**config.mk**
```make
export PLATFORM = sky130hd
export DESIGN_NAME = cstd_supervisor
export DESIGN_NICKNAME = d
export VERILOG_FILES = /design/src/hdl/cstd_pkg.sv /design/src/hdl/cstd_supervisor.sv /design/src/hdl/cstd_sync.sv /design/src/hdl/cstd_tick_counter.sv
export SDC_FILE = /design/constraint.sdc
export NUM_CORES = 1
export LEC_CHECK = 0
export BUFFER_PORTS_ARGS = -buffer_cell sky130_fd_sc_hd__clkbuf_2
export CAP_MARGIN = 25
export CORE_ASPECT_RATIO = 1.5
export CORE_MARGIN = 4
export CORE_UTILIZATION = 35
export CTS_CLUSTER_SIZE = 20
export DETAILED_ROUTE_END_ITERATION = 7
export PLACE_DENSITY = 0.51
export SLEW_MARGIN = 20
export SYNTH_ARGS = -nofsm -noshare
export SYNTH_HDL_FRONTEND = slang
export SYNTH_SLANG_ARGS = --single-unit
```
**constraint.sdc**
```tcl
create_clock -name core_clk -period 4.1 [get_ports core_clk]
set_clock_uncertainty 0.2 [all_clocks]
set_input_delay 0.205 -clock core_clk [delete_from_list [all_inputs] [get_ports core_clk]]
set_output_delay 0.205 -clock core_clk [all_outputs]
set_load 0.005 [all_outputs]
```
**src/hdl/cstd_pkg.sv**
```systemverilog
package cstd_pkg;

  // register offsets
  localparam logic [15:0] CSTD_SUPPLY_TIMING_OFS = 16'hfe04;
  localparam logic [15:0] CSTD_DETECT_CTRL_OFS   = 16'hfe05;
  localparam logic [15:0] CSTD_SUPPLY_CTRL_OFS   = 16'hfe03;

  // reset values
  localparam logic [7:0] CSTD_SUPPLY_TIMING_RST = 8'h0f;
  localparam logic [7:0] CSTD_DETECT_CTRL_RST   = 8'h00;

  // supply timing field positions
  localparam int CSTD_SETTLE_LSB   = 0;
  localparam int CSTD_POWEROFF_LSB = 4;

  // detect control bit positions
  localparam int CSTD_FILTER_BIT  = 7;
  localparam int CSTD_DETON_BIT   = 6;
  localparam int CSTD_SENSE_BIT   = 3;
  localparam int CSTD_PULLUPN_BIT = 2;
  localparam int CSTD_PULLDN_BIT  = 1;
  localparam int CSTD_PRESENT_BIT = 0;

  // supply control bit positions
  localparam int CSTD_LEVEL_LSB   = 6;
  localparam int CSTD_WAITRDY_BIT = 4;
  localparam int CSTD_GOOD_BIT    = 3;
  localparam int CSTD_POWER_DOWN_BIT   = 0;

  // timing: slow clock period, debounce window in 1 kHz ticks
  localparam real CSTD_SLOW_PERIOD_US = 30.5;
  localparam int  CSTD_FILTER_MS      = 64;
  localparam int  CSTD_FILTER_TICKS   = CSTD_FILTER_MS;

  typedef struct packed {
    logic [15:0] addr;
    logic [7:0]  wdata;
    logic        wr;
    logic        rd;
  } cstd_bus_req_t;

  typedef enum logic [1:0] {
    CSTD_LVL_OFF,
    CSTD_LVL_1V8,
    CSTD_LVL_3V0,
    CSTD_LVL_5V0
  } cstd_level_t;

endpackage

```
**src/hdl/cstd_supervisor.sv**
```systemverilog
// Strobed register access was left to the implementer.
`timescale 1ns/1ps
// Operation
// - settle interval starts at activation; supply good checked only at its end
// - supply bad at timeout: card event, deactivate, clear level select
// - settle time is settle field times one 32768 Hz period
// - settle field zero: no timeout; activate on wait-for-ready and supply good
// - emergency deactivations skip the power-off delay
// - power-off field zero adds no delay
// - card detection works without the card logic clock
// - power-down bypasses debounce, presence still reported
// - debounce needs 64 ticks of 1 kHz stable assertion
// - present flag clears at once on detect deassertion
// - detect input active only when detect enable set; enable resets zero
// - sense bit one: high means present, else low means present
// - pull-up enable active low, pull-down active high, from register bits
// - present flag read-only; each change is a card event
// - nonzero level select starts activation; 01 1.8 V, 10 3.0 V, 11 5 V
// - card event or supply good falling starts deactivation; code acts on it only in SEQ_ON or SEQ_OFFDELAY
// - wait-for-ready set: activation waits for supply good; code uses it only with settle field zero
module cstd_supervisor
  import cstd_pkg::*;
(
  // clock and reset
  input  wire logic          core_clk,
  input  wire logic          reset_n,
  // register port
  input  wire logic [15:0]   reg_addr,
  input  wire logic [7:0]    reg_wdata,
  input  wire logic          reg_wr,
  input  wire logic          reg_rd,
  output logic      [7:0]    reg_rdata,
  // slow clocks
  input  wire logic          slow_clk_32k,
  input  wire logic          keypad_tick_1k,
  // card slot pins
  input  wire logic          card_detect_pin,
  input  wire logic          supply_good_flag,
  output logic               pullup_on_n,
  output logic               pulldown_on,
  // supply sequencing
  output logic [1:0]         supply_level_select,
  output logic               supply_active,
  output logic               deactivate,
  output logic               card_event
);

  //////////////////////////////////////////////////////////////////////////////
  // synchronisers

  logic slow_s;
  logic kp_s;
  logic det_s;
  logic good_s;

  cstd_sync u_sync_slow (.core_clk(core_clk), .reset_n(reset_n),
                         .async_in(slow_clk_32k), .sync_out(slow_s));
  cstd_sync u_sync_kp   (.core_clk(core_clk), .reset_n(reset_n),
                         .async_in(keypad_tick_1k), .sync_out(kp_s));
  cstd_sync u_sync_det  (.core_clk(core_clk), .reset_n(reset_n),
                         .async_in(card_detect_pin), .sync_out(det_s));
  cstd_sync u_sync_good (.core_clk(core_clk), .reset_n(reset_n),
                         .async_in(supply_good_flag), .sync_out(good_s));

  logic slow_q;
  logic kp_q;
  logic good_q;
  logic slow_tick;
  logic kp_tick;

  always_ff @(posedge core_clk or negedge reset_n)
  begin
    if (!reset_n)
    begin
      slow_q <= 1'b0;
      kp_q   <= 1'b0;
      good_q <= 1'b0;
    end
    else
    begin
      slow_q <= slow_s;
      kp_q   <= kp_s;
      good_q <= good_s;
    end
  end

  assign slow_tick = slow_s && !slow_q;
  assign kp_tick   = kp_s && !kp_q;

  //////////////////////////////////////////////////////////////////////////////
  // registers

  logic [7:0] timing_cfg;
  logic       filter_on;
  logic       detect_on;
  logic       detect_sense;
  logic [1:0] level;
  logic       wait_for_ready;
  logic       power_down;
  logic       card_present;
  logic       level_clear;
  logic       settle_fail;
  logic       wr_timing;
  logic       wr_detect;
  logic       wr_supply;

  assign wr_timing = reg_wr && (reg_addr == CSTD_SUPPLY_TIMING_OFS);
  assign wr_detect = reg_wr && (reg_addr == CSTD_DETECT_CTRL_OFS);
  assign wr_supply = reg_wr && (reg_addr == CSTD_SUPPLY_CTRL_OFS);

  always_ff @(posedge core_clk or negedge reset_n)
  begin
    if (!reset_n)
      timing_cfg <= CSTD_SUPPLY_TIMING_RST;
    else if (wr_timing)
      timing_cfg <= reg_wdata;
  end

  // present bit is never written; it is hardware state
  always_ff @(posedge core_clk or negedge reset_n)
  begin
    if (!reset_n)
    begin
      filter_on    <= CSTD_DETECT_CTRL_RST[CSTD_FILTER_BIT];
      detect_on    <= CSTD_DETECT_CTRL_RST[CSTD_DETON_BIT];
      detect_sense <= CSTD_DETECT_CTRL_RST[CSTD_SENSE_BIT];
      pullup_on_n  <= CSTD_DETECT_CTRL_RST[CSTD_PULLUPN_BIT];
      pulldown_on  <= CSTD_DETECT_CTRL_RST[CSTD_PULLDN_BIT];
    end
    else if (wr_detect)
    begin
      filter_on    <= reg_wdata[CSTD_FILTER_BIT];
      detect_on    <= reg_wdata[CSTD_DETON_BIT];
      detect_sense <= reg_wdata[CSTD_SENSE_BIT];
      pullup_on_n  <= reg_wdata[CSTD_PULLUPN_BIT];
      pulldown_on  <= reg_wdata[CSTD_PULLDN_BIT];
    end
  end

  // hardware clear of level select wins over a same-cycle write
  always_ff @(posedge core_clk or negedge reset_n)
  begin
    if (!reset_n)
    begin
      level          <= CSTD_LVL_OFF;
      wait_for_ready <= 1'b0;
      power_down     <= 1'b0;
    end
    else
    begin
      if (wr_supply)
      begin
        level          <= reg_wdata[CSTD_LEVEL_LSB +: 2];
        wait_for_ready <= reg_wdata[CSTD_WAITRDY_BIT];
        power_down     <= reg_wdata[CSTD_POWER_DOWN_BIT];
      end
      if (level_clear)
        level <= CSTD_LVL_OFF;
    end
  end

  always_ff @(posedge core_clk or negedge reset_n)
  begin
    if (!reset_n)
      reg_rdata <= 8'h00;
    else if (reg_rd)
    begin
      case (reg_addr)
        CSTD_SUPPLY_TIMING_OFS: reg_rdata <= timing_cfg;
        CSTD_DETECT_CTRL_OFS:   reg_rdata <= {filter_on, detect_on, 2'b00, detect_sense,
                                              pullup_on_n, pulldown_on,
                                              card_present};
        CSTD_SUPPLY_CTRL_OFS:   reg_rdata <= {level, 1'b0, wait_for_ready, good_s,
                                              2'b00, power_down};
        default:                reg_rdata <= 8'h00;
      endcase
    end
    else
      reg_rdata <= 8'h00;
  end

  //////////////////////////////////////////////////////////////////////////////
  // card detect; runs on core_clk only, independent of the card logic clock

  logic       det_qual;
  logic [6:0] filt_cnt;
  logic       present_q;

  assign det_qual = detect_on && (det_s == detect_sense);

  always_ff @(posedge core_clk or negedge reset_n)
  begin
    if (!reset_n)
    begin
      filt_cnt     <= 7'h00;
      card_present <= 1'b0;
    end
    else if (!det_qual)
    begin
      filt_cnt     <= 7'h00;
      card_present <= 1'b0;
    end
    else if (!filter_on || power_down)
      card_present <= 1'b1;
    else if (!card_present && kp_tick)
    begin
      if (filt_cnt == 7'(CSTD_FILTER_TICKS - 1))
        card_present <= 1'b1;
      else
        filt_cnt <= filt_cnt + 7'h01;
    end
  end

  always_ff @(posedge core_clk or negedge reset_n)
  begin
    if (!reset_n)
    begin
      present_q  <= 1'b0;
      card_event <= 1'b0;
    end
    else
    begin
      present_q  <= card_present;
      card_event <= (present_q != card_present) || settle_fail;
    end
  end

  //////////////////////////////////////////////////////////////////////////////
  // supply sequencing

  typedef enum logic [2:0] {SEQ_OFF, SEQ_WAITRDY, SEQ_SETTLE, SEQ_ON,
                            SEQ_OFFDELAY, SEQ_LOCKOUT} cstd_seq_t;
  cstd_seq_t  state;
  logic       settle_start;
  logic       settle_done;
  logic       off_start;
  logic       off_done;
  logic       emergency;
  logic [3:0] settle_val;
  logic [3:0] off_val;

  assign settle_val = timing_cfg[CSTD_SETTLE_LSB +: 4];
  assign off_val    = timing_cfg[CSTD_POWEROFF_LSB +: 4];
  assign emergency  = (present_q != card_present) || (good_q && !good_s);

  cstd_tick_counter #(.WIDTH(4)) u_settle (
    .core_clk(core_clk), .reset_n(reset_n), .start(settle_start),
    .abort(level == CSTD_LVL_OFF), .tick(slow_tick), .load(settle_val),
    .busy(), .done(settle_done));

  cstd_tick_counter #(.WIDTH(4)) u_off (
    .core_clk(core_clk), .reset_n(reset_n), .start(off_start),
    .abort(level != CSTD_LVL_OFF), .tick(slow_tick), .load(off_val),
    .busy(), .done(off_done));

  assign settle_start = (state == SEQ_OFF) && (level != CSTD_LVL_OFF)
                        && (settle_val != 4'h0);
  assign settle_fail  = (state == SEQ_SETTLE) && settle_done && !good_s;
  assign off_start    = (state == SEQ_ON) && (level == CSTD_LVL_OFF)
                        && (off_val != 4'h0);
  assign level_clear  = settle_fail;

  always_ff @(posedge core_clk or negedge reset_n)
  begin
    if (!reset_n)
      state <= SEQ_OFF;
    else
    begin
      case (state)
        SEQ_OFF:
          if (level != CSTD_LVL_OFF)
            state <= (settle_val == 4'h0) ? SEQ_WAITRDY : SEQ_SETTLE;
        SEQ_WAITRDY:
          if (level == CSTD_LVL_OFF)
            state <= SEQ_OFF;
          else if (wait_for_ready && good_s)
            state <= SEQ_ON;
        SEQ_SETTLE:
          if (level == CSTD_LVL_OFF)
            state <= SEQ_OFF;
          else if (settle_fail)
            state <= SEQ_LOCKOUT;
          else if (settle_done)
            state <= SEQ_ON;
        SEQ_ON:
          if (emergency)
            state <= SEQ_LOCKOUT;
          else if (level == CSTD_LVL_OFF)
            state <= (off_val == 4'h0) ? SEQ_OFF : SEQ_OFFDELAY;
        SEQ_OFFDELAY:
          if (emergency || off_done)
            state <= SEQ_OFF;
          else if (level != CSTD_LVL_OFF)
            state <= SEQ_ON;
        SEQ_LOCKOUT:
          if (level == CSTD_LVL_OFF)
            state <= SEQ_OFF;
        default:
          state <= SEQ_OFF;
      endcase
    end
  end

  always_ff @(posedge core_clk or negedge reset_n)
  begin
    if (!reset_n)
    begin
      supply_level_select <= 2'b00;
      supply_active       <= 1'b0;
      deactivate          <= 1'b0;
    end
    else
    begin
      supply_level_select <= level;
      supply_active       <= (state == SEQ_ON) || (state == SEQ_OFFDELAY);
      deactivate          <= (state == SEQ_OFF) || (state == SEQ_LOCKOUT);
    end
  end

  //////////////////////////////////////////////////////////////////////////////
  // checks

  clear_immediate_a: assert property (@(posedge core_clk) disable iff (!reset_n)
    !det_qual |=> !card_present)
    else $error("present flag not cleared");

  detect_gate_a: assert property (@(posedge core_clk) disable iff (!reset_n)
    !detect_on |=> !card_present)
    else $error("present flag set while detect off");

  bypass_fast_a: assert property (@(posedge core_clk) disable iff (!reset_n)
    (det_qual && power_down && $past(det_qual)) |=> card_present)
    else $error("bypass did not report presence");

  filter_wait_a: assert property (@(posedge core_clk) disable iff (!reset_n)
    $rose(card_present) && filter_on && !power_down |-> filt_cnt == 7'd63)
    else $error("present set before filter window");

  event_change_a: assert property (@(posedge core_clk) disable iff (!reset_n)
    (present_q != card_present) |=> card_event)
    else $error("change without card event");

  // the event pulse and the cleared level both appear on the edge after the failure
  fail_clear_a: assert property (@(posedge core_clk) disable iff (!reset_n)
    settle_fail |=> level == CSTD_LVL_OFF && card_event)
    else $error("settle failure handling wrong");

  pull_track_a: assert property (@(posedge core_clk) disable iff (!reset_n)
    wr_detect |=> pullup_on_n == $past(reg_wdata[CSTD_PULLUPN_BIT])
                  && pulldown_on == $past(reg_wdata[CSTD_PULLDN_BIT]))
    else $error("pull controls not updated");

  no_timeout_a: assert property (@(posedge core_clk) disable iff (!reset_n)
    (state == SEQ_WAITRDY && !wait_for_ready && level != CSTD_LVL_OFF)
    |=> state == SEQ_WAITRDY)
    else $error("activation without ready");

  zero_off_a: assert property (@(posedge core_clk) disable iff (!reset_n)
    (state == SEQ_ON && level == CSTD_LVL_OFF && off_val == 4'h0 && !emergency)
    |=> state == SEQ_OFF)
    else $error("power off delayed with zero field");

endmodule

```
**src/hdl/cstd_sync.sv**
```systemverilog
`timescale 1ns/1ps
module cstd_sync
  import cstd_pkg::*;
(
  // clock and reset
  input  wire logic core_clk,
  input  wire logic reset_n,
  // signal
  input  wire logic async_in,
  output logic      sync_out
);

  logic stage1;

  always_ff @(posedge core_clk or negedge reset_n)
  begin
    if (!reset_n)
    begin
      stage1   <= 1'b0;
      sync_out <= 1'b0;
    end
    else
    begin
      stage1   <= async_in;
      sync_out <= stage1;
    end
  end

endmodule

```
**src/hdl/cstd_tick_counter.sv**
```systemverilog
`timescale 1ns/1ps
module cstd_tick_counter
  import cstd_pkg::*;
#(
  parameter int WIDTH = 4
)
(
  // clock and reset
  input  wire logic             core_clk,
  input  wire logic             reset_n,
  // control
  input  wire logic             start,
  input  wire logic             abort,
  input  wire logic             tick,
  input  wire logic [WIDTH-1:0] load,
  // status
  output logic                  busy,
  output logic                  done
);

  logic [WIDTH-1:0] remain;

  // a zero-width counter cannot hold a load value
  if (WIDTH < 1)
    $error("counter width must be at least one");

  // counts down one per slow tick; done pulses when it reaches zero
  always_ff @(posedge core_clk or negedge reset_n)
  begin
    if (!reset_n)
    begin
      remain <= '0;
      busy   <= 1'b0;
      done   <= 1'b0;
    end
    else
    begin
      done <= 1'b0;
      if (abort)
        busy <= 1'b0;
      else if (start)
      begin
        remain <= load;
        busy   <= 1'b1;
      end
      else if (busy && tick)
      begin
        if (remain <= WIDTH'(1))
        begin
          busy <= 1'b0;
          done <= 1'b1;
        end
        remain <= remain - WIDTH'(1);
      end
    end
  end

endmodule

```
==> flow_summary.json <==
{
  "status": "completed",
  "ys_warn_count": 0,
  "p_per_area_nw_per_um2": 435,
  "final_area_um2": 3800,
  "synthTopCellsByCount": "61 x dfrtp_1, 28 x nor2_1, 22 x nand2_1, 18 x mux2_2",
  "hold_path_class": "input port to flip-flop",
  "track_usage_pct": 13.9,
  "synth_fp_nets": 302,
  "cp.arrival_ps": 2080,
  "fp.dieH_um": 121,
  "synth_cell_type_count": 51,
  "crit_chain": "nor2_1 > nand3_1 > nor4_1 > xor2_1 > mux2_2",
  "path_class": "flip-flop to flip-flop",
  "cts_tree": "built",
  "core_um2": 8360,
  "avgSynthCellArea_um2": 11.3,
  "synth_ff_type": "dfrtp_1",
  "gp_congestion": 0.823,
  "maxSlewViolCount": 0,
  "leakage_uw": 0.00177,
  "firstDrtPassIters": 4,
  "grt_pass1_wl_mm": 11.1,
  "worstSetupStartpointType": "flip-flop",
  "viasPerCell": 4.98,
  "grt_pass1_vias": 2306,
  "dp_hpwl_mm": 4.60,
  "endpoint_kind": "flip-flop",
  "finalSetupTns_ps": 0,
  "portBuffers": 46,
  "cts_hold_buf": 15,
  "yosysMostFrequentCell": "dfrtp_1",
  "synth_area_leaders": "dfrtp_1 51%, mux2_2 6.8%, dfstp_2 3.5%, nor2_1 3.5%, nand2_1 2.8%",
  "start_util_pct": 35.8,
  "timing.critical_path.buf_inv": 0,
  "fillers": 782,
  "fp.dieArea_um2": 10100,
  "final-hold-violation-count": 0,
  "worstMarginPinSlew_ps": 861,
  "netlist_area_um2": 2990,
  "routed-via-count": 2207,
  "fmax_mhz": 484,
  "fin_crit_ps": 2060,
  "rows": 41,
  "rsz0062_at_grt": "no",
  "insertedDiodeCount": 0,
  "ys_ff_latch": 65,
  "synthesis.instances": 265,
  "postCtsResizedCells": 0,
  "dpl_cell_area_um2": 3320,
  "vdd_ir_drop_max_uv": 399,
  "antenna_left": 0,
  "cpPeakStageDelay_ps": 440,
  "worst_path_dominant_cell_family": "simple AND/OR/NAND/NOR gates",
  "cts_buffer_depth": 2,
  "globalRouteOverflowTotal": 0,
  "htreeDepth": 3,
  "ys_seq_area_share_pct": 54.5,
  "synth_top_area_cell": "dfrtp_1",
  "area_delta_synth_final_pct": 26.9,
  "wl_mm": 6.39,
  "total_power_uw": 1650,
  "synth_edf_count": 0,
  "drc_errors": 0,
  "grt_max_degree": 44,
  "timing.final.crit_share_pct": 50.3,
  "fp.dieW_um": 83.5,
  "cts_sinks": 65,
  "cts_root_buffer": "clkbuf_16",
  "dr.first_iter.drc_count": 80,
  "clk_pin_slew_worst_paths_ps": 60,
  "cap_violations": 0,
  "wl_per_cell_um": 14.4,
  "holdPathStages": 4,
  "worstRegToRegCells": 5,
  "critPathRequiredTime_ps": 4110,
  "finalSetupViolations": 0,
  "cp.depth": 5,
  "drive_above_1_share_pct": 31.0,
  "slowest_stage": "nor2_1",
  "boundaryPins": 47,
  "antenna_found_initial": 0,
  "async_reset_ff_share_pct": 100,
  "synth_top_area_share_pct": 51.0,
  "finish.net_count": 368,
  "path_max_fanout": 6,
  "numCtsBuffers": 9,
  "clk_latency_ps": 330,
  "post_cts_buffers": 0,
  "slew_headroom_pct": 42.1
}
[cell usage in the layout, fill, tap and decap left out, types with 4 or more instances in the layout]
cell           netlist  layout
o21ai_0             15      15
mux2i_1              8       8
dfstp_2              4       4
ha_1                 5       5
dfrtp_1             61      61
nor2_1              28      28
xnor2_1              6       6
dlygate4sd3_1        0      15
nand3_1             11      11
inv_1                8       8
xor2_1               5       5
clkbuf_16            0       9
or3_1                4       4
clkbuf_2             1      45
nand2_1             22      22
a21oi_1             15      15
mux2_2              18      18
and3_1               4       4
[final timing paths]
kind                                    start                    to  slack, ps
setup / recovery                     level[0]       u_off.remain[3]       2040
hold / removal                    reg_addr[1]          reg_rdata[1]         30
setup reg to reg                     level[0]       u_off.remain[3]       2040
hold reg to reg            u_sync_slow.stage1  u_sync_slow.sync_out        150
max in group asynchronous             reset_n         timing_cfg[3]       2950
min in group asynchronous             reset_n          reg_rdata[0]        100
[worst reg2reg max path: stages, from the launching register on]
cell	delay, ps
dfrtp_1	410
nor2_1	440
nand3_1	250
nor4_1	270
xor2_1	110
mux2_2	270
[area by class of cell]
type / instances / area [um^2] / area share (%)
sequential: 65 / 1630 / 43.0
multi-input combinational: 184 / 1290 / 34.0
timing repair buffer: 63 / 408 / 10.7
clock buffer: 9 / 225 / 5.93
tap: 107 / 134 / 3.52
clock inverter: 7 / 78.8 / 2.08
inverter: 8 / 30.0 / 0.791
[power breakdown]
group          leakage, uW  internal (uW)  switching, uW
Combinational     0.000765           85.1            101
Clock             0.000144            476            287
Sequential        0.000863            668           36.1
Total              0.00177           1230            424
[logic make-up (layout without fill, tap and decap cells)]
logic type / after synthesis / in the layout / synth area share, %
simple gates: 96 / 96 / 18.7
flops: 65 / 65 / 54.5
compound gates: 46 / 46 / 9.70
mux: 26 / 26 / 9.44
buf+inv: 16 / 87 / 2.38
xor+xnor: 11 / 11 / 3.22
fa+ha+maj: 5 / 5 / 2.09
[routing by layer]
metal  track usage (%)  up-vias  wire length, um
met4              7.44        0              158
met1              15.2     1069             2610
met2              24.6       46             3400
met3              3.60       13              231
met5                 0        -                0
li1                  -     1079                -
[state kept, by name, summed over array words and instances, names as in the netlist, 2 cells and up]
register             flops
state                    3
u_settle.remain          4
timing_cfg               8
supply_level_select      2
level                    2
u_off.remain             4
filt_cnt                 7
reg_rdata                8
[metrics by stage]
step	hold slack, ps	worst slack, ps	cells	util (%)
after detailed placement	115	1990	411	39.8
final	28.0	2040	443	45.4
after global placement	115	2000	411	39.8
after floorplan	-291	2230	265	-
after CTS	15.8	2010	442	45.2
after global routing	53.0	1820	443	45.4
No activity file was read; power rests on OpenSTA's default activity.
